==> src/common/meta_pkg.sv <==
package meta_pkg;

    // ************************************************************
    // widths
    // ************************************************************
    localparam int PORTS = 10;
    localparam int DATA_W = PORTS * 8;
    localparam int ISO_W = 6;
    localparam int CNT_W = 32;
    localparam int ISO_ONE = 0;
    localparam int ISO_FOUR = 3;
    localparam int META_CYCLES = 10;

    // ************************************************************
    // register map (byte addresses)
    // ************************************************************
    localparam logic [7:0] ADDR_CTRL = 8'h00;
    localparam logic [7:0] ADDR_CFG = 8'h04;
    localparam logic [7:0] ADDR_STATUS = 8'h08;
    localparam logic [7:0] ADDR_LINE = 8'h0C;
    localparam logic [7:0] ADDR_ENC = 8'h10;
    localparam logic [7:0] ADDR_GP = 8'h14;

    // control fields
    localparam int CTRL_EN = 0;
    localparam int CTRL_PLACE = 1;
    localparam int CTRL_SRC = 3;
    localparam int CTRL_GPPL = 4;
    localparam int CTRL_CLRSRC = 6;
    localparam int CTRL_ACT = 7;
    // configuration fields
    localparam int CFG_LAYOUT = 0;
    localparam int CFG_ARR = 3;
    localparam int CFG_LUT = 8;
    localparam int CFG_CFA = 9;
    localparam int CFG_DEPTH = 10;
    // status fields
    localparam int ST_ACTIVE = 0;
    localparam int ST_NF = 1;
    localparam int ST_ERR = 3;
    localparam int ST_LVAL = 4;

    localparam logic [7:0] CTRL_RESET = 8'h00;
    localparam logic [10:0] CFG_RESET = 11'h000;

    // ************************************************************
    // encodings
    // ************************************************************
    typedef enum logic [1:0] {
        PL_LINE_START = 2'h0,
        PL_FIRST_TAP = 2'h1,
        PL_TENTH_TAP = 2'h2
    } place_t;

    typedef enum logic [1:0] {
        GPPL_NONE = 2'h0,
        GPPL_LINE = 2'h1,
        GPPL_ENC = 2'h2
    } gp_place_t;

    typedef enum logic [2:0] {
        LAY_UNSUPPORTED = 3'h0,
        LAY_ONE_FIELD = 3'h1,
        LAY_TWO_FIELD = 3'h2,
        LAY_THREE_FIELD = 3'h3,
        LAY_MEDIUM_FOUR_TAP_8BIT = 3'h4,
        LAY_TEN_TAP_8BIT = 3'h5
    } tap_layout_t;

    typedef enum logic [2:0] {
        ARR_OTHER = 3'h0,
        ARR_FOUR_REGION = 3'h1,
        ARR_SINGLE_REGION_TEN_TAP = 3'h2
    } tap_arrangement_t;

    typedef struct packed {
        logic lval;
        logic [DATA_W-1:0] data;
    } pix_t;

    localparam int PIX_W = DATA_W + 1;
    localparam int SYNC_W = 1 + PIX_W + ISO_W;

endpackage

==> src/design/line_metadata_inserter.sv <==
// Our own choices: the placing of the registers and the Wishbone slave port.
`timescale 1ns/1ps
// Operation
// - insertion enable and settings take effect only at channel activation; off by default
// - enabling insertion on an unsupported camera configuration sets an error flag
// - insertion refused when lookup table, colour conversion or depth reduction is on
// - one, two or three fields inserted, count set by tap layout and tap arrangement
// - line-start placement replaces the whole first slot after line valid rises
// - first-tap placement replaces port A for ten link cycles per line
// - tenth-tap placement replaces port J for ten link cycles per line
// - tenth-tap placement drives zero on port J in all other cycles
// - placement defaults to line start, which every configuration accepts
// - first-tap placement only for medium four-tap 8-bit, four-region geometry
// - tenth-tap placement only for ten-tap 8-bit, single-region ten-tap geometry
// - 32-bit general pulse counter, usable only with three fields
// - general pulse count sampled at line valid rise into its field
// - general counter off by default; source one counts input one rising edges
// - general count field omitted, replaces line count, or replaces encoder count
// - with clear source four, a high input four clears the general counter
// - 6-bit raw input level field sampled at line valid rise
// - 32-bit line valid counter, wraps, incremented before insertion
// - three fields are input state, line count, encoder count, in order
// - 32-bit encoder counter counts decoder pulses and wraps
module line_metadata_inserter (
    input wire logic clk,
    input wire logic srst,
    input wire logic wb_cyc_i,
    input wire logic wb_stb_i,
    input wire logic wb_we_i,
    input wire logic [7:0] wb_adr_i,
    input wire logic [31:0] wb_dat_i,
    input wire logic [3:0] wb_sel_i,
    output logic [31:0] wb_dat_o,
    output logic wb_ack_o,
    input wire logic cl_clk_pin,
    input wire meta_pkg::pix_t cl_pix_pin,
    input wire logic [meta_pkg::ISO_W-1:0] iso_in,
    input wire logic enc_pulse,
    output meta_pkg::pix_t out_pix,
    output logic out_strobe
);
    import meta_pkg::*;

    // ************************************************************
    // functions
    // ************************************************************
    function automatic logic [1:0] fields_of(input logic [2:0] lay,
                                             input logic [2:0] arr);
        logic [1:0] n;
        n = 2'h0;
        case (lay)
            LAY_ONE_FIELD: n = 2'h1;
            LAY_TWO_FIELD: n = 2'h2;
            LAY_THREE_FIELD: n = 2'h3;
            LAY_MEDIUM_FOUR_TAP_8BIT: n = (arr == ARR_FOUR_REGION) ? 2'h3 : 2'h1;
            LAY_TEN_TAP_8BIT: n = (arr == ARR_SINGLE_REGION_TEN_TAP) ? 2'h3 : 2'h1;
            default: n = 2'h0;
        endcase
        return n;
    endfunction

    // field bytes: byte0 input state, bytes 1..4 field two, 5..8 field three
    function automatic logic [DATA_W-1:0] build_meta(input logic [ISO_W-1:0] io,
                                                     input logic [CNT_W-1:0] f2,
                                                     input logic [CNT_W-1:0] f3,
                                                     input logic [1:0] nf);
        logic [DATA_W-1:0] m;
        m = '0;
        m[7:0] = {2'h0, io};
        if (nf >= 2'h2) m[8 +: CNT_W] = f2;
        if (nf == 2'h3) m[8+CNT_W +: CNT_W] = f3;
        return m;
    endfunction

    function automatic logic [7:0] byte_of(input logic [DATA_W-1:0] m,
                                           input logic [3:0] idx);
        return m[idx*8 +: 8];
    endfunction

    // ************************************************************
    // pin synchronisation and link edge detection
    // ************************************************************
    logic [SYNC_W-1:0] sync_q;
    logic lclk_s;
    pix_t pix_s;
    logic [ISO_W-1:0] iso_s;
    logic lclk_prev_r;
    logic lval_prev_r;
    logic iso_one_prev_r;
    logic link_edge;
    logic lval_rise;

    pin_sync #(.WIDTH(SYNC_W)) u_sync (
        .clk(clk),
        .srst(srst),
        .d({cl_clk_pin, cl_pix_pin, iso_in}),
        .q(sync_q)
    );

    assign lclk_s = sync_q[SYNC_W-1];
    assign pix_s = pix_t'(sync_q[ISO_W +: PIX_W]);
    assign iso_s = sync_q[ISO_W-1:0];
    assign link_edge = lclk_s & ~lclk_prev_r;
    assign lval_rise = link_edge & pix_s.lval & ~lval_prev_r;

    always_ff @(posedge clk) begin
        if (srst) begin
            lclk_prev_r <= 1'b0;
            lval_prev_r <= 1'b0;
            iso_one_prev_r <= 1'b0;
        end else begin
            lclk_prev_r <= lclk_s;
            iso_one_prev_r <= iso_s[ISO_ONE];
            if (link_edge) lval_prev_r <= pix_s.lval;
        end
    end

    // ************************************************************
    // register bus
    // ************************************************************
    logic wb_ack_r;
    logic [31:0] wb_dat_r;
    logic [7:0] ctrl_r;
    logic [10:0] cfg_r;
    logic activate_r;
    logic err_r;
    logic wb_req;
    logic wr_ctrl;
    logic wr_cfg;
    logic wr_status;

    logic act_en_r;
    place_t act_place_r;
    gp_place_t act_gpl_r;
    logic [1:0] act_nf_r;
    logic act_src_r;
    logic act_clrsrc_r;
    logic [CNT_W-1:0] line_cnt_r;
    logic [CNT_W-1:0] enc_cnt_r;
    logic [CNT_W-1:0] gp_cnt_r;

    assign wb_req = wb_cyc_i & wb_stb_i & ~wb_ack_r;
    assign wr_ctrl = wb_req & wb_we_i & wb_sel_i[0] & (wb_adr_i == ADDR_CTRL);
    assign wr_cfg = wb_req & wb_we_i & (wb_adr_i == ADDR_CFG);
    assign wr_status = wb_req & wb_we_i & wb_sel_i[0] & (wb_adr_i == ADDR_STATUS);

    always_ff @(posedge clk) begin
        if (srst) begin
            wb_ack_r <= 1'b0;
            wb_dat_r <= 32'h0000_0000;
        end else begin
            wb_ack_r <= wb_req;
            if (wb_req) begin
                case (wb_adr_i)
                    ADDR_CTRL: wb_dat_r <= {25'h0, ctrl_r[6:0]};
                    ADDR_CFG: wb_dat_r <= {21'h0, cfg_r};
                    ADDR_STATUS: wb_dat_r <= {27'h0, lval_prev_r, err_r,
                                              act_en_r ? act_nf_r : 2'h0, act_en_r};
                    ADDR_LINE: wb_dat_r <= line_cnt_r;
                    ADDR_ENC: wb_dat_r <= enc_cnt_r;
                    ADDR_GP: wb_dat_r <= gp_cnt_r;
                    default: wb_dat_r <= 32'h0000_0000;
                endcase
            end
        end
    end

    always_ff @(posedge clk) begin
        if (srst) begin
            ctrl_r <= CTRL_RESET;
            cfg_r <= CFG_RESET;
            activate_r <= 1'b0;
        end else begin
            activate_r <= wr_ctrl & wb_dat_i[CTRL_ACT];
            if (wr_ctrl) ctrl_r <= {1'b0, wb_dat_i[6:0]};
            if (wr_cfg && wb_sel_i[0]) cfg_r[7:0] <= wb_dat_i[7:0];
            if (wr_cfg && wb_sel_i[1]) cfg_r[10:8] <= wb_dat_i[10:8];
        end
    end

    // ************************************************************
    // activation and compatibility check
    // ************************************************************
    logic [1:0] cfg_nf;
    logic proc_conflict;
    logic place_ok;
    logic compat;

    assign cfg_nf = fields_of(cfg_r[CFG_LAYOUT +: 3], cfg_r[CFG_ARR +: 3]);
    assign proc_conflict = cfg_r[CFG_LUT] | cfg_r[CFG_CFA] | cfg_r[CFG_DEPTH];

    always_comb begin
        place_ok = 1'b0;
        case (ctrl_r[CTRL_PLACE +: 2])
            PL_LINE_START: place_ok = 1'b1;
            PL_FIRST_TAP: place_ok = (cfg_r[CFG_LAYOUT +: 3] == LAY_MEDIUM_FOUR_TAP_8BIT)
                && (cfg_r[CFG_ARR +: 3] == ARR_FOUR_REGION);
            PL_TENTH_TAP: place_ok = (cfg_r[CFG_LAYOUT +: 3] == LAY_TEN_TAP_8BIT)
                && (cfg_r[CFG_ARR +: 3] == ARR_SINGLE_REGION_TEN_TAP);
            default: place_ok = 1'b0;
        endcase
    end

    assign compat = (cfg_nf != 2'h0) & ~proc_conflict & place_ok;

    always_ff @(posedge clk) begin
        if (srst) begin
            act_en_r <= 1'b0;
            act_place_r <= PL_LINE_START;
            act_gpl_r <= GPPL_NONE;
            act_nf_r <= 2'h0;
            act_src_r <= 1'b0;
            act_clrsrc_r <= 1'b0;
        end else if (activate_r) begin
            act_en_r <= ctrl_r[CTRL_EN] & compat;
            act_place_r <= place_t'(ctrl_r[CTRL_PLACE +: 2]);
            act_gpl_r <= gp_place_t'(ctrl_r[CTRL_GPPL +: 2]);
            act_nf_r <= cfg_nf;
            act_src_r <= ctrl_r[CTRL_SRC];
            act_clrsrc_r <= ctrl_r[CTRL_CLRSRC];
        end
    end

    // error flag: a new failure wins over a write-one clear
    always_ff @(posedge clk) begin
        if (srst) begin
            err_r <= 1'b0;
        end else if (activate_r && ctrl_r[CTRL_EN] && !compat) begin
            err_r <= 1'b1;
        end else if (wr_status && wb_dat_i[ST_ERR]) begin
            err_r <= 1'b0;
        end
    end

    // ************************************************************
    // counters
    // ************************************************************
    logic gp_run;
    logic gp_clear;

    assign gp_run = act_en_r & (act_nf_r == 2'h3) & act_src_r;
    assign gp_clear = act_clrsrc_r & iso_s[ISO_FOUR];

    always_ff @(posedge clk) begin
        if (srst) line_cnt_r <= '0;
        else if (lval_rise) line_cnt_r <= line_cnt_r + 32'h0000_0001;
    end

    always_ff @(posedge clk) begin
        if (srst) enc_cnt_r <= '0;
        else if (enc_pulse) enc_cnt_r <= enc_cnt_r + 32'h0000_0001;
    end

    always_ff @(posedge clk) begin
        if (srst) begin
            gp_cnt_r <= '0;
        end else if (gp_clear) begin
            gp_cnt_r <= '0;
        end else if (gp_run && iso_s[ISO_ONE] && !iso_one_prev_r) begin
            gp_cnt_r <= gp_cnt_r + 32'h0000_0001;
        end
    end

    // ************************************************************
    // metadata snapshot at line start
    // ************************************************************
    logic [CNT_W-1:0] field2;
    logic [CNT_W-1:0] field3;
    logic [1:0] nf_use;
    logic [DATA_W-1:0] meta_now;
    logic [DATA_W-1:0] meta_r;

    always_comb begin
        nf_use = act_nf_r;
        field2 = line_cnt_r + 32'h0000_0001;
        field3 = enc_cnt_r;
        if (act_nf_r == 2'h3 && act_gpl_r == GPPL_LINE) field2 = gp_cnt_r;
        if (act_nf_r == 2'h3 && act_gpl_r == GPPL_ENC) field3 = gp_cnt_r;
    end

    assign meta_now = build_meta(iso_s, field2, field3, nf_use);

    always_ff @(posedge clk) begin
        if (srst) meta_r <= '0;
        else if (lval_rise) meta_r <= meta_now;
    end

    // ************************************************************
    // line phase tracking
    // ************************************************************
    typedef enum logic [2:0] {
        LN_IDLE = 3'b001,
        LN_META = 3'b010,
        LN_BODY = 3'b100
    } line_st_t;

    line_st_t line_st_r;
    logic [3:0] slot_r;
    logic [3:0] slot_nxt;

    assign slot_nxt = slot_r + 4'h1;

    always_ff @(posedge clk) begin
        if (srst) begin
            line_st_r <= LN_IDLE;
            slot_r <= 4'h0;
        end else if (link_edge) begin
            if (!pix_s.lval) begin
                line_st_r <= LN_IDLE;
            end else if (lval_rise) begin
                line_st_r <= LN_META;
                slot_r <= 4'h0;
            end else if (line_st_r == LN_META) begin
                slot_r <= slot_nxt;
                if (slot_nxt == 4'(META_CYCLES - 1)) line_st_r <= LN_BODY;
            end
        end
    end

    // ************************************************************
    // substitution
    // ************************************************************
    pix_t pix_mod;
    logic [7:0] tap_byte;
    logic in_meta;

    assign in_meta = (line_st_r == LN_META) & pix_s.lval & ~lval_rise;

    always_comb begin
        tap_byte = 8'h00;
        if (lval_rise) tap_byte = meta_now[7:0];
        else if (in_meta) tap_byte = byte_of(meta_r, slot_nxt);
    end

    always_comb begin
        pix_mod = pix_s;
        if (act_en_r) begin
            unique case (act_place_r)
                PL_LINE_START: begin
                    if (lval_rise) pix_mod.data = meta_now;
                end
                PL_FIRST_TAP: begin
                    if (lval_rise || in_meta) pix_mod.data[7:0] = tap_byte;
                end
                PL_TENTH_TAP: begin
                    pix_mod.data[DATA_W-1 -: 8] = tap_byte;
                end
                default: pix_mod = pix_s;
            endcase
        end
    end

    always_ff @(posedge clk) begin
        if (srst) begin
            out_pix <= '0;
            out_strobe <= 1'b0;
        end else begin
            out_strobe <= link_edge;
            if (link_edge) out_pix <= pix_mod;
        end
    end

    assign wb_ack_o = wb_ack_r;
    assign wb_dat_o = wb_dat_r;

    // ************************************************************
    // assertions
    // ************************************************************
    ack_single_a: assert property (@(posedge clk) disable iff (srst)
        wb_ack_r |=> !wb_ack_r) else $error("ack held two cycles");

    act_hold_a: assert property (@(posedge clk) disable iff (srst)
        !activate_r |=> $stable(act_en_r)) else $error("enable changed without activation");

    err_set_a: assert property (@(posedge clk) disable iff (srst)
        activate_r && ctrl_r[CTRL_EN] && !compat |=> err_r && !act_en_r)
        else $error("incompatible enable not flagged");

    proc_block_a: assert property (@(posedge clk) disable iff (srst)
        activate_r && proc_conflict |=> !act_en_r)
        else $error("insertion enabled with pixel processing");

    line_start_a: assert property (@(posedge clk) disable iff (srst)
        lval_rise && act_en_r && act_place_r == PL_LINE_START
        |=> out_pix.data == $past(meta_now))
        else $error("first slot not replaced");

    first_tap_a: assert property (@(posedge clk) disable iff (srst)
        link_edge && act_en_r && act_place_r == PL_FIRST_TAP
        |=> out_pix.data[DATA_W-1:8] == $past(pix_s.data[DATA_W-1:8]))
        else $error("first-tap placement touched other ports");

    tenth_zero_a: assert property (@(posedge clk) disable iff (srst)
        link_edge && act_en_r && act_place_r == PL_TENTH_TAP
        && line_st_r == LN_BODY |=> out_pix.data[DATA_W-1 -: 8] == 8'h00)
        else $error("port J not zero after metadata");

    line_cnt_a: assert property (@(posedge clk) disable iff (srst)
        lval_rise |=> line_cnt_r == $past(line_cnt_r) + 32'h0000_0001)
        else $error("line counter missed a line");

    enc_cnt_a: assert property (@(posedge clk) disable iff (srst)
        enc_pulse |=> enc_cnt_r == $past(enc_cnt_r) + 32'h0000_0001)
        else $error("encoder counter missed a pulse");

    gp_clear_a: assert property (@(posedge clk) disable iff (srst)
        gp_clear |=> gp_cnt_r == 32'h0000_0000)
        else $error("general counter not cleared");

    pass_thru_a: assert property (@(posedge clk) disable iff (srst)
        link_edge && !act_en_r |=> out_pix == $past(pix_s) && out_strobe)
        else $error("disabled path altered data");

endmodule // line_metadata_inserter

==> src/design/pin_sync.sv <==
`timescale 1ns/1ps
// two-stage synchroniser for pins from outside the clock domain
module pin_sync #(
    parameter int WIDTH = 1
) (
    input wire logic clk,
    input wire logic srst,
    input wire logic [WIDTH-1:0] d,
    output logic [WIDTH-1:0] q
);
    logic [WIDTH-1:0] meta_r;

    always_ff @(posedge clk) begin
        if (srst) begin
            meta_r <= '0;
            q <= '0;
        end else begin
            meta_r <= d;
            q <= meta_r;
        end
    end
endmodule // pin_sync

==> config.mk <==
export PLATFORM = sky130hd
export DESIGN_NAME = line_metadata_inserter
export DESIGN_NICKNAME = d
export VERILOG_FILES = /design/src/common/meta_pkg.sv /design/src/design/line_metadata_inserter.sv /design/src/design/pin_sync.sv
export SDC_FILE = /design/constraint.sdc
export NUM_CORES = 1
export LEC_CHECK = 0
export BUFFER_PORTS_ARGS = -buffer_cell sky130_fd_sc_hd__buf_2
export CORE_MARGIN = 1.5
export CORE_UTILIZATION = 55
export CTS_BUF_LIST = sky130_fd_sc_hd__clkbuf_2 sky130_fd_sc_hd__clkbuf_4 sky130_fd_sc_hd__clkbuf_8
export DETAILED_ROUTE_END_ITERATION = 8
export PLACE_DENSITY = 0.76
export SYNTH_ARGS = -nofsm -noshare
export SYNTH_HDL_FRONTEND = slang
export SYNTH_SLANG_ARGS = --single-unit
==> constraint.sdc <==
create_clock -name clk -period 8.1 [get_ports clk]
set_input_delay 1.62 -clock clk [delete_from_list [all_inputs] [get_ports clk]]
set_output_delay 1.62 -clock clk [all_outputs]
set_load 0.05 [all_outputs]
==> After elaboration in Yosys (flattened, before gate mapping) <==
Cells that the tools add are included.
{ "totals": {"regBits": 496, "input_bits": 138, "wordCells": 131, "out_inout_bits": 115} }
{ "classes": {"bitwise_logic": 26, "n_reduce_logical": 23, "shift": 1, "muxes": 26, "add_sub_neg": 4, "n_eq_ne": 23, "order_cmp": 1} }
{ "ops": {"columns": ["cell", "n"], "rows": [
  ["case mux 32 bit (6 select lines)", 1],
  ["two-way mux 80 bit", 2],
  ["two-way mux 32 bit", 4],
  ["adder 32 x 1 -> 32 bit, second input constant", 3],
  ["variable part select 80 x 8 -> 8 bit", 1],
  ["two-way mux 64 bit", 1],
  ["case mux 8 bit (2 select lines)", 2],
  ["two-way mux 8 bit", 3],
  ["bitwise AND 1 bit", 19],
  ["equality test 8 x 4 -> 1 bit, second input constant", 2],
  ["equality test 8 x 5 -> 1 bit, second input constant", 2],
  ["equality test 3 x 2 -> 1 bit, second input constant", 4],
  ["two-way mux 3 bit", 4],
  ["logical AND 1 bit", 11],
  ["case mux 2 bit (5 select lines)", 1],
  ["equality test 2 bit, second input constant", 4],
  ["equality test 8 x 3 -> 1 bit, second input constant", 1],
  ["logical NOT 8 bit", 1],
  ["two-way mux 4 bit", 2],
  ["equality test 2 x 1 -> 1 bit, second input constant", 3],
  ["equality test 3 x 1 -> 1 bit, second input constant", 2],
  ["equality test 3 bit, second input constant", 2],
  ["two-way mux 2 bit", 3],
  ["inequality test 3 bit, second input constant", 2],
  ["13 further kinds", 24]
]} }

==> Depth between registers and ports, before layout <==
Gate-level depths: netlist of run 1.
{ "depth": {"word_depth": 11, "mapped_depth": 12, "ltp_nobuf": 8} }

==> Cells and area by module <==
A second synthesis of run 1 with hierarchy kept.
{ "hier_totals": {"cells_unflattened": 2359, "hier_area_um2": 20788.7} }
{ "by_module_without_submodules": {"columns": ["module", "area_each_um2", "n_inst", "cells_per_inst", "seq_area_each_um2"], "rows": [
  ["line_metadata_inserter", 16057.9, 1, 1988, 6386.1],
  ["pin_sync", 4730.8, 1, 371, 3523.4]
]} }

==> Least setup slack after synthesis of run 1 <==
OpenSTA, ideal clock, no wires.
{ "synth_timing": {"path_kind": "input to register", "startpoint": "input port wb_adr_i[5]", "endpoint": "register cfg_r[0]", "cell_stages": 8, "required_ns": 7.972, "arrival_ns": 3.297, "path_slack_ns": 4.676, "setup_time_ns": 0.128, "path_buffers": 2, "path_cell_list": "or4_4 -> nor3_4 -> and3b_1 -> buf_4 -> and4_1 -> buf_6 -> mux2i_1 -> nor2_1"} }
{ "synth_between": {"elab_chain_len": 3} }
{ "synth_rtl": {"columns": ["element", "line", "text"], "rows": [
  ["from (decl)", "line_metadata_inserter.sv:30", "input wire logic [7:0] wb_adr_i,"],
  ["equality test 8 x 3 -> 1 bit", "line_metadata_inserter.sv:144", "assign wr_cfg = wb_req & wb_we_i & (wb_adr_i == ADDR_CFG);"],
  ["bitwise AND 1 bit", "line_metadata_inserter.sv:144", null],
  ["logical AND 1 bit", "line_metadata_inserter.sv:176", "if (wr_cfg && wb_sel_i[0]) cfg_r[7:0] <= wb_dat_i[7:0];"],
  ["to (signal assigned)", "line_metadata_inserter.sv:176", null],
  ["to (decl)", "line_metadata_inserter.sv:124", "logic [10:0] cfg_r;"]
]} }
No other way between the ends.
A chain may end at the register's enable or synchronous reset.

==> Worst setup path in the final report of run 1 <==
{ "layout_timing": {"startpoint": "register slot_r[0]", "endpoint": "register out_pix[72] (netlist name)"} }
{ "layout_between": {"elab_chain_len": 6} }
{ "layout_rtl": {"columns": ["element", "line", "text"], "rows": [
  ["from (decl)", "line_metadata_inserter.sv:298", "logic [3:0] slot_r;"],
  ["from (signal assigned)", "line_metadata_inserter.sv:314", "slot_r <= slot_nxt;"],
  ["adder 4 x 1 -> 4 bit", "line_metadata_inserter.sv:301", "assign slot_nxt = slot_r + 4'h1;"],
  ["variable part select 80 x 8 -> 8 bit", "line_metadata_inserter.sv:77", "return m[idx*8 +: 8];"],
  ["two-way mux 8 bit", "line_metadata_inserter.sv:332", "else if (in_meta) tap_byte = byte_of(meta_r, slot_nxt);"],
  ["two-way mux 8 bit", "line_metadata_inserter.sv:331", "if (lval_rise) tap_byte = meta_now[7:0];"],
  ["case mux 8 bit (2 select lines)", "line_metadata_inserter.sv:338", "unique case (act_place_r)"],
  ["two-way mux 80 bit", "line_metadata_inserter.sv:337", "if (act_en_r) begin"],
  ["to (signal assigned)", "line_metadata_inserter.sv:359", "if (link_edge) out_pix <= pix_mod;"],
  ["to (decl)", "line_metadata_inserter.sv:39", "output meta_pkg::pix_t out_pix,"]
]} }
No other way between the ends.

==> impl_metrics.csv, run 1 <==
group,metric,value,unit
run_status,status,"complete, no violations",
worst_setup_path,crit_family,"adder cells",
floorplan,die_h,195.8,um
floorplan,rows,70,
timing,hold_slack,0.4291,ns
yosys,yosysTopAreaCell,"dfxtp_1",
yosys,syn_inst,2345,
route,vias,17450,
global_routing,top_usage_layer,"met2",
timing,slew_headroom,9.590,%
global_routing,use_met3,6.584,%
route,routed_wl,58.11,mm
yosys,synth-edff-count,0,
worst_setup_path,cp_cell_sequence,"inv_1 -> ha_1 -> mux4_2 -> mux2i_1 -> o21ai_0 -> a31o_2 -> a221oi_1 -> nor2_1",
clock_tree,cts_resized,0,
place,port_buffers,229,
timing,fmax,250.8,MHz
route,drtPass1Iterations,9,
global_routing,grt_use_met2,46.31,%
clock_tree,clockRootBuffer,"clkbuf_8",
yosys,yosysUniqueCellTypes,75,
floorplan,dieArea,0.03833,mm2
run,maxCapViolCount,0,
worst_setup_path,cpPeakStageDelay,1.03,ns
timing,worst_pin_slew,1.350,ns
worst_setup_path,crit_type,"flop to flop",
yosys,syn_avg_cell_area,8.716,um2
global_routing,track_usage,30.15,%
global_routing,grt_start_max_net_pins,192,
floorplan,dieWidth,195.8,um
worst_setup_path,crit_arrival,4.51,ns
worst_setup_path,critical_path.endpoint_type,"flop",
place,place_hpwl,40.52,mm
route,first_iter_violations,1901,
yosys,yosys_warnings,0,
timing,period_share,49.22,%
worst_setup_path,crit_path_top_delay_cell,"ha_1",
yosys,yosys.area.top_type_share,48.48,%
yosys,synth_seq_cells,495,
timing,hold_violations,0,
yosys,synth_seq_area_share,48.48,%
timing,setup_tns,0,ns
global_routing,grt_overflow,0,
route,detail-route-antenna-nets,0,
worst_setup_path,start_kind,"flop",
yosys,synth_most_common_cell,"dfxtp_1",
floorplan,ios,253,
clock_tree,cts_buffer_depth,3,
timing,slew_viol_final,0,
pwr,powerDensity,217.1,mW/mm2
floorplan,coreArea,0.03661,mm2
pwr,max-vdd-ir-drop,152.1,uV
route,wire_per_inst,19.32,um
clock_tree,cts_hold_buffers,0,
worst_setup_path,cp_num_buf_inv,1,
final_layout,utilization,63.73,%
clock_tree,path_clk_slew,0.06,ns
clock_tree,htree_levels,3,
global_routing,met1_usage,40.21,%
yosys,synthArstFlopShare,0,%
floorplan,initial_core_util,55.83,%
worst_setup_path,crit_fanout,20,
route,post-route-drc-count,0,
yosys,ys.flop_type,"dfxtp_1",
yosys,synth_common_cells,"dfxtp_1 (495), nand2_1 (374), nor2_1 (207)",
global_routing,grt_first_pass_wirelength,90.85,mm
clock_tree,numCtsBuffers,80,
yosys,syn_area,0.02044,mm2
final_layout,area_delta_synth_final,14.15,%
global_routing,antenna_found_initial,2,
worst_hold_path,hp-class,"flop to flop",
final_layout,nNetsFinal,2629,
timing,setup_viol,0,
timing,rsz0062_at_grt,"no",
final_layout,design_area,0.02333,mm2
pwr,p_leak,8.572,nW
global_routing,grt_pass1_vias,16470,
place,gp_congestion,0.9600,
clock_tree,cts_tree,"done",
place,postPlaceCellArea,0.02160,mm2
clock_tree,cts_setup_buffers,0,
clock_tree,cts.sinks,495,
final_layout,num_antenna_cells,0,
final_layout,drive_gt1_share,17.05,%
timing,min_period,3.987,ns
timing,skew,0.02459,ns
route,vias_per_cell,5.804,
worst_setup_path,critPathRequiredTime,8.62,ns
yosys,synth_nets,2490,
clock_tree,clock_latency,0.65,ns
yosys,yosys-top-cells-area,"dfxtp_1 (48%), nand2_1 (6.9%), nor2b_1 (5.7%)",
-- sequential cells by signal, summed over array words and instances, names as in the netlist, 2 cells and up --
name           cells
ctrl_r             7
enc_cnt_r         32
wb_dat_o          32
act_gpl_r          2
act_nf_r           2
gp_cnt_r          32
meta_r            70
cfg_r             11
line_cnt_r        32
line_st_r          3
u_sync.meta_r     88
slot_r             4
u_sync.q          88
out_pix           81
act_place_r        2
-- final cells by class --
cell class	count	area (um2)
inverter	20	75.07
multi-input combinational	1640	9726
tap	468	585.6
fill	3161	13280
clock buffer	118	1536
clock inverter	19	195.2
timing repair buffer	247	1304
sequential	495	9910
-- worst paths after layout --
check	startpoint	slack, ns	cells after the start	to
setup reg to reg	slot_r[0]$_SDFFE_PP0P_	4.11	8	out_pix[72]$_SDFFE_PP0N_
hold / removal	u_sync.meta_r[31]$_SDFF_PP0_	0.43	1	u_sync.q[31]$_SDFF_PP0_
hold reg to reg	u_sync.meta_r[31]$_SDFF_PP0_	0.43	1	u_sync.q[31]$_SDFF_PP0_
setup / recovery	slot_r[0]$_SDFFE_PP0P_	4.11	8	out_pix[72]$_SDFFE_PP0N_
-- report_power, final --
part	total (W)	internal (W)	switching (W)
Combinational	0.000240	0.0000778	0.000162
Clock	0.00230	0.00131	0.000991
Sequential	0.00252	0.00250	0.0000250
-- cell usage in the layout, fill, tap and decap left out, types with 12 or more instances in the layout --
master	count
a21oi_1	163
buf_2	228
mux2i_1	39
o21ai_0	90
nor3_1	36
a222oi_1	28
clkinv_2	12
or3_1	17
buf_4	17
nor4_1	15
a31oi_1	18
a311oi_1	37
nor2_1	206
nand4_1	33
nand3_1	61
xor2_1	48
xnor2_1	61
inv_1	20
clkbuf_8	104
and4_1	16
and3_1	22
clkbuf_4	14
nor2b_1	185
nand2b_1	12
mux4_2	15
a22o_1	15
dfxtp_1	495
nand2_1	374
-- metal layers --
metal / vias to the layer above / part of all wire [%]
li1: 8354 / -
met5: - / 0
met3: 153 / 9.1
met1: 8133 / 42
met4: 0 / 4.5
met2: 814 / 45
-- per-stage QoR --
step | setup slack [ns] | total power [W] | cells
2_1_floorplan | 4.676 | 0.002735 | 2345
3_3_place_gp | 3.772 | 0.002806 | 2870
3_5_place_dp | 3.714 | 0.002813 | 2870
4_1_cts | 4.165 | 0.005098 | 3007
5_1_grt | 3.956 | 0.005228 | 3007
6_report | 4.113 | 0.005065 | 3007
-- cells by family (layout without fill, tap and decap cells) --
logic type | Yosys count | in the layout | share of synthesized area (%)
AO/OA/AOI/OAI | 445 | 445 | 14.12
AND/OR/NAND/NOR | 1020 | 1020 | 24.28
flip-flops | 495 | 495 | 48.48
adder cells (fa/ha/maj) | 7 | 7 | 0.4285
multiplexers | 59 | 59 | 3.838
XOR/XNOR | 109 | 109 | 4.671
buffers and inverters | 210 | 404 | 4.181
Power figures use the tool's default switching activity.
==> run 2: changes to the inputs <==
--- a/config.mk
+++ b/config.mk
@@ -5,6 +5,7 @@
 export SDC_FILE = /design/constraint.sdc
 export NUM_CORES = 1
 export LEC_CHECK = 0
+export ABC_AREA = 1
 export BUFFER_PORTS_ARGS = -buffer_cell sky130_fd_sc_hd__buf_2
 export CORE_MARGIN = 1.5
 export CORE_UTILIZATION = 55
==> constraint.sdc (replaced) <==
create_clock -name clk -period 4.2 [get_ports clk]
set_input_delay 0.84 -clock clk [delete_from_list [all_inputs] [get_ports clk]]
set_output_delay 0.84 -clock clk [all_outputs]
set_load 0.05 [all_outputs]
==> run 2 against run 1 <==
Compared with the run above:
- sequential power rose by 93%
- sequential share of layout area is 1.5 points lower
- core utilization is 0.53 points higher
- count of clock-buffer cells in the layout up 4
- cell count grew 22%
- largest cell class unchanged
- highest routed layer unchanged
==> impl_metrics.csv, run 2 <==
group,metric,value,unit
floorplan,dieArea,0.03936,mm2
pwr,p_leak,10.03,nW
yosys,synth_seq_cells,495,
timing,setup_viol,0,
route,met2_length,30.22,mm
global_routing,grt_overflow,0,
place,gp_congestion,1.007,
worst_setup_path,crit_type,"flop to flop",
final_layout,final_cell_mix,"nand2_1 (508), dfxtp_1 (495), inv_1 (451)",
worst_setup_path,timing.rr.end,"out_pix[47]$_SDFFE_PP0N_",
place,place_hpwl,48.90,mm
yosys,synthArstFlopShare,0,%
route,detail-route-antenna-nets,0,
worst_setup_path,crit_path_top_delay_cell,"inv_2",
timing,skew,0.03603,ns
pwr,powerDensity,409.8,mW/mm2
worst_setup_path,timing.rr.start,"u_sync.q[87]$_SDFF_PP0_",
place,postPlaceCellArea,0.02240,mm2
clock_tree,numCtsBuffers,80,
route,wire_per_inst,18.41,um
route,vias_per_cell,5.500,
clock_tree,cts_tree,"done",
timing,min_period,3.085,ns
floorplan,initial_core_util,55.75,%
global_routing,grt_pass1_vias,18580,
timing,period_share,73.46,%
yosys,syn_inst,2907,
final_layout,num_antenna_cells,0,
timing,slew_viol_final,0,
final_layout,fill_cells,3432,
floorplan,die_h,198.4,um
worst_hold_path,min_from,"cl_pix_pin[4]",
yosys,yosys.area.top_type_share,47.19,%
run_status,status,"complete, no violations",
final_layout,design_area,0.02420,mm2
final_layout,layout_commonest_cell,"nand2_1",
global_routing,grt_start_max_net_pins,141,
yosys,synth_nets,3052,
yosys,syn_avg_cell_area,7.223,um2
global_routing,grt_first_pass_wirelength,102.3,mm
yosys,synth_seq_area_share,47.19,%
timing,rsz0062_at_grt,"no",
route,first_iter_violations,1809,
route,drtPass1Iterations,7,
timing,worst_pin_slew,1.128,ns
clock_tree,cts_setup_buffers,0,
route,wl_met3,6.098,mm
global_routing,track_usage,33.86,%
worst_setup_path,cp_cell_sequence,"nand2_4 -> inv_2 -> nand2_2 -> nor2_4 -> buf_4 -> inv_1 -> buf_4 -> a21oi_1 -> a221oi_1",
clock_tree,htree_levels,3,
worst_setup_path,crit_arrival,3.58,ns
global_routing,antenna_found_initial,0,
route,routed_wl,67.39,mm
place,port_buffers,229,
worst_hold_path,whs_path_depth,3,
yosys,ys.flop_type,"dfxtp_1",
yosys,yosysUniqueCellTypes,49,
floorplan,rows,71,
worst_setup_path,start_kind,"flop",
clock_tree,clockRootBuffer,"clkbuf_8",
worst_hold_path,min_to,"u_sync.meta_r[10]$_SDFF_PP0_",
clock_tree,path_clk_slew,0.07,ns
route,wirelength_met1,27.93,mm
clock_tree,cts_resized,0,
yosys,synth_common_cells,"nand2_1 (508), dfxtp_1 (495), inv_1 (452)",
timing,hold_violations,0,
timing,setup_tns,0,ns
final_layout,area_delta_synth_final,15.26,%
yosys,syn_area,0.02100,mm2
timing,slew_headroom,24.74,%
worst_setup_path,crit_fanout,50,
timing,fmax,324.1,MHz
final_layout,drive_gt1_share,13.88,%
final_layout,top_regs,"u_sync.meta_r x88, u_sync.q x88, out_pix x81",
worst_hold_path,hp-class,"primary input to flop",
clock_tree,cts_buffer_depth,3,
clock_tree,cts.sinks,495,
route,vias,20130,
floorplan,dieWidth,198.4,um
yosys,yosys-top-cells-area,"dfxtp_1 (47%), nand2_1 (9.1%), inv_1 (8.1%)",
run,maxCapViolCount,0,
yosys,yosysTopAreaCell,"dfxtp_1",
worst_setup_path,path_common_cell,"buf_4",
worst_setup_path,ff2ff_path_depth,9,
yosys,synth-edff-count,0,
yosys,synth_most_common_cell,"nand2_1",
worst_setup_path,critical_path.endpoint_type,"flop",
yosys,yosys_warnings,0,
worst_setup_path,critPathRequiredTime,4.69,ns
floorplan,ios,253,
pwr,max-vdd-ir-drop,304.7,uV
route,post-route-drc-count,0,
final_layout,nNetsFinal,3236,
floorplan,coreArea,0.03767,mm2
worst_setup_path,cpPeakStageDelay,0.59,ns
clock_tree,cts_hold_buffers,0,
clock_tree,clock_latency,0.66,ns
worst_setup_path,reg2reg_slack,1.11,ns
route,routed.top_layer,"met4",
run 2: cell types whose count changed after synthesis, moves of 84 or more:
cell     before  now
a21oi_1     163  247
inv_1        20  452
nand2_1     374  508
nor2_1      207  363
nor2b_1     187    0
o21ai_0      90  195
run 2: how the worst max path moves through the flow:
stage | startpoint | to | slack (ns) | depth (start not counted)
after floorplan | slot_r[0]$_SDFFE_PP0P_ | out_pix[74]$_SDFFE_PP0N_ | 1.95 | 15
after global placement | u_sync.q[87]$_SDFF_PP0_ | out_pix[8]$_SDFFE_PP0N_ | 1.16 | 10
after detailed placement | u_sync.q[87]$_SDFF_PP0_ | out_pix[8]$_SDFFE_PP0N_ | 1.15 | 10
after CTS | u_sync.q[87]$_SDFF_PP0_ | out_pix[47]$_SDFFE_PP0N_ | 1.15 | 9
after global routing | u_sync.q[87]$_SDFF_PP0_ | out_pix[47]$_SDFFE_PP0N_ | 0.85 | 9
final | u_sync.q[87]$_SDFF_PP0_ | out_pix[47]$_SDFFE_PP0N_ | 1.11 | 9
run 2: through the flow:
stage	std cells	total power (W)	setup WS (ns)	hold slack, ns	utilization (%)
3_3_place_gp	3520	0.005414	1.165	0.3889	59.46
6_report	3660	0.009917	1.115	0.3827	64.25
2_1_floorplan	2907	0.005264	1.952	0.3883	-
4_1_cts	3660	0.009968	1.148	0.3444	64.25
5_1_grt	3660	0.01024	0.8496	0.3627	64.25
3_5_place_dp	3520	0.005425	1.155	0.3916	59.46
run 2: final cells by class:
cell class	count	area [um2]	area share [%]
clock inverter	18	219.0	0.9047
inverter	460	1727	7.134
sequential	495	9910	40.94
timing repair buffer	252	1354	5.594
multi-input combinational	1802	8768	36.23
tap	511	639.4	2.642
clock buffer	122	1585	6.550
run 2: kinds of logic (layout without fill, tap and decap cells):
| family | after synthesis | after routing | synth area share [%] |
|---|---|---|---|
| simple gates | 1124 | 1124 | 22.40 |
| compound gates | 631 | 631 | 17.21 |
| buf+inv | 610 | 852 | 11.11 |
| flops | 495 | 495 | 47.19 |
| xor+xnor | 40 | 40 | 1.668 |
| fa+ha+maj | 7 | 7 | 0.4171 |
run 2: critical path, delay by kind of cell (launching register included):
family	cells	cell delay (ns)
buffers and inverters	4	1.37
AO/OA/AOI/OAI	2	0.36
flip-flops	1	0.37
AND/OR/NAND/NOR	3	0.73
run 2: per-layer routing:
| layer | vias to the layer above | track usage (%) |
|---|---|---|
| met5 | - | 0 |
| li1 | 9730 | - |
| met1 | 9251 | 43.24 |
| met2 | 953 | 53.63 |
| met3 | 195 | 8.003 |
| met4 | 0 | 16.88 |
run 2: power by group:
group | switching [W] | total, W | internal (W)
clock | 0.00198 | 0.00459 | 0.00261
combinational | 0.000330 | 0.000468 | 0.000138
sequential | 0.0000531 | 0.00486 | 0.00481
==> run 3: changes to the inputs <==
--- a/config.mk
+++ b/config.mk
@@ -11,7 +11,7 @@
 export CORE_UTILIZATION = 55
 export CTS_BUF_LIST = sky130_fd_sc_hd__clkbuf_2 sky130_fd_sc_hd__clkbuf_4 sky130_fd_sc_hd__clkbuf_8
 export DETAILED_ROUTE_END_ITERATION = 8
-export PLACE_DENSITY = 0.76
+export PLACE_DENSITY = 0.79
 export SYNTH_ARGS = -nofsm -noshare
 export SYNTH_HDL_FRONTEND = slang
 export SYNTH_SLANG_ARGS = --single-unit
==> constraint.sdc (replaced) <==
create_clock -name clk -period 2.8 [get_ports clk]
set_input_delay 0.56 -clock clk [delete_from_list [all_inputs] [get_ports clk]]
set_output_delay 0.56 -clock clk [all_outputs]
set_load 0.05 [all_outputs]
==> run 3 against run 2 <==
Compared with the run above:
- fmax up 24%
- critical path depth up 2
- global-route usage up 0.66 points
- die area unchanged
- first-iteration DRC count up 8.9%
- flip-flop and latch count unchanged
- non-clock buffer count up 24
- hold slack worse by 0.30 ns
- combinational power up 55%
- register-to-register slack worse by 0.79 ns
- largest cell class unchanged
- highest routed layer unchanged
==> impl_metrics.csv, run 3 (same netlist as run 2, synthesis figures left out) <==
group,metric,value,unit
worst_setup_path,crit_fanout,14,
timing,skew,0.04556,ns
worst_setup_path,timing.rr.start,"slot_r[0]$_SDFFE_PP0P_",
route,first_iter_violations,1970,
timing,fin_ws,0.3211,ns
final_layout,layout_commonest_cell,"nand2_1",
place,port_buffers,229,
worst_setup_path,critical_path.endpoint_type,"flop",
global_routing,grt_first_pass_wirelength,103.9,mm
worst_hold_path,whs_path_depth,3,
clock_tree,cts_tree,"done",
global_routing,grt_start_max_net_pins,152,
floorplan,coreArea,0.03767,mm2
timing,period_share,88.53,%
clock_tree,clock_latency,0.69,ns
clock_tree,cts_hold_buffers,0,
worst_hold_path,min_from,"iso_in[4]",
timing,slew_headroom,25.04,%
final_layout,area_delta_synth_final,16.23,%
global_routing,antenna_found_initial,0,
clock_tree,htree_levels,3,
pwr,max-vdd-ir-drop,566.8,uV
timing,setup_viol,0,
worst_setup_path,start_kind,"flop",
worst_hold_path,min_to,"u_sync.meta_r[4]$_SDFF_PP0_",
clock_tree,cts_resized,0,
global_routing,grt_overflow,0,
worst_hold_path,hp-class,"primary input to flop",
worst_setup_path,crit_arrival,3.06,ns
place,place_hpwl,50.24,mm
worst_setup_path,timing.rr.end,"out_pix[79]$_SDFFE_PP0N_",
clock_tree,cts_setup_buffers,0,
clock_tree,numCtsBuffers,80,
timing,rsz0062_at_grt,"no",
final_layout,nNetsFinal,3260,
route,vias_per_cell,5.517,
timing,hold_violations,0,
worst_setup_path,reg2reg_slack,0.32,ns
global_routing,track_usage,34.51,%
clock_tree,cts_buffer_depth,3,
route,detail-route-antenna-nets,0,
pwr,powerDensity,611.1,mW/mm2
timing,worst_pin_slew,1.123,ns
worst_setup_path,critPathRequiredTime,3.38,ns
route,vias,20340,
worst_setup_path,crit_type,"flop to flop",
floorplan,die_h,198.4,um
pwr,p_leak,10.17,nW
floorplan,initial_core_util,55.75,%
final_layout,top_regs,"u_sync.meta_r x88, u_sync.q x88, out_pix x81",
run_status,status,"complete, no violations",
clock_tree,cts.sinks,495,
final_layout,drive_gt1_share,14.58,%
clock_tree,path_clk_slew,0.06,ns
floorplan,rows,71,
final_layout,final_cell_mix,"nand2_1 (508), dfxtp_1 (495), inv_1 (452)",
floorplan,dieWidth,198.4,um
timing,min_period,2.479,ns
timing,fmax,403.4,MHz
floorplan,ios,253,
global_routing,grt_pass1_vias,18930,
worst_setup_path,ff2ff_path_depth,11,
route,wire_per_inst,18.64,um
final_layout,num_antenna_cells,0,
place,post-place-ws,0.3350,ns
clock_tree,clockRootBuffer,"clkbuf_8",
route,drtPass1Iterations,7,
place,gp_congestion,0.9998,
run,maxCapViolCount,0,
timing,slew_viol_final,0,
timing,setup_tns,0,ns
route,post-route-drc-count,0,
route,routed_wl,68.72,mm
floorplan,dieArea,0.03936,mm2
## run 3: layout make-up
cell class / instances / area [um2]
inverter: 460 / 1727
clock buffer: 122 / 1560
multi-input combinational: 1802 / 8768
timing repair buffer: 276 / 1584
tap: 511 / 639.4
clock inverter: 20 / 216.5
sequential: 495 / 9910
fill: 3353 / 13260
## run 3: stage by stage
step	area (um2)	util, %	hold slack, ns	power (W)	instances
after CTS	24400	64.79	0.05154	0.01497	3686
final	24400	64.79	0.07805	0.01491	3686
after detailed placement	22630	60.08	0.3916	0.008154	3544
after global routing	24400	64.79	0.06651	0.01535	3686
after global placement	22630	60.08	0.3897	0.008131	3544
after floorplan	21000	-	0.3883	0.007895	2907
## run 3: metal layers
layer	track usage, %	vias up	part of all wire (%)
met3	7.240	209	9.0
met4	19.73	0	5.3
met5	0	-	0
met2	54.72	1035	45
met1	43.65	9305	41
li1	-	9786	-
## run 3: critical path: stages (launching register included)
cell      delay (ns)
dfxtp_1         0.39
clkinv_1        0.13
ha_1            0.46
inv_1           0.42
nand3_1         0.13
nand3_1         0.14
nand3_1         0.10
nand2_1         0.07
nand2_1         0.10
o21ai_0         0.22
nand2_1         0.11
a21oi_1         0.13
## run 3: worst max path at each step
| stage | startpoint | endpoint | slack, ns |
|---|---|---|---|
| 2_1_floorplan | slot_r[0]$_SDFFE_PP0P_ | out_pix[74]$_SDFFE_PP0N_ | 0.55 |
| 5_1_grt | slot_r[0]$_SDFFE_PP0P_ | out_pix[77]$_SDFFE_PP0N_ | 0.05 |
| 3_3_place_gp | wb_adr_i[1] | wb_dat_o[10]$_SDFFE_PP0N_ | 0.40 |
| 3_5_place_dp | wb_stb_i | cfg_r[4]$_SDFFE_PP0P_ | 0.34 |
| 4_1_cts | slot_r[0]$_SDFFE_PP0P_ | out_pix[79]$_SDFFE_PP0N_ | 0.36 |
| 6_report | slot_r[0]$_SDFFE_PP0P_ | out_pix[79]$_SDFFE_PP0N_ | 0.32 |
## run 3: power breakdown
| group | total [W] | switching, W | internal [W] |
|---|---|---|---|
| Sequential | 0.00729 | 0.0000707 | 0.00721 |
| Combinational | 0.000725 | 0.000506 | 0.000219 |
| Clock | 0.00690 | 0.00304 | 0.00386 |
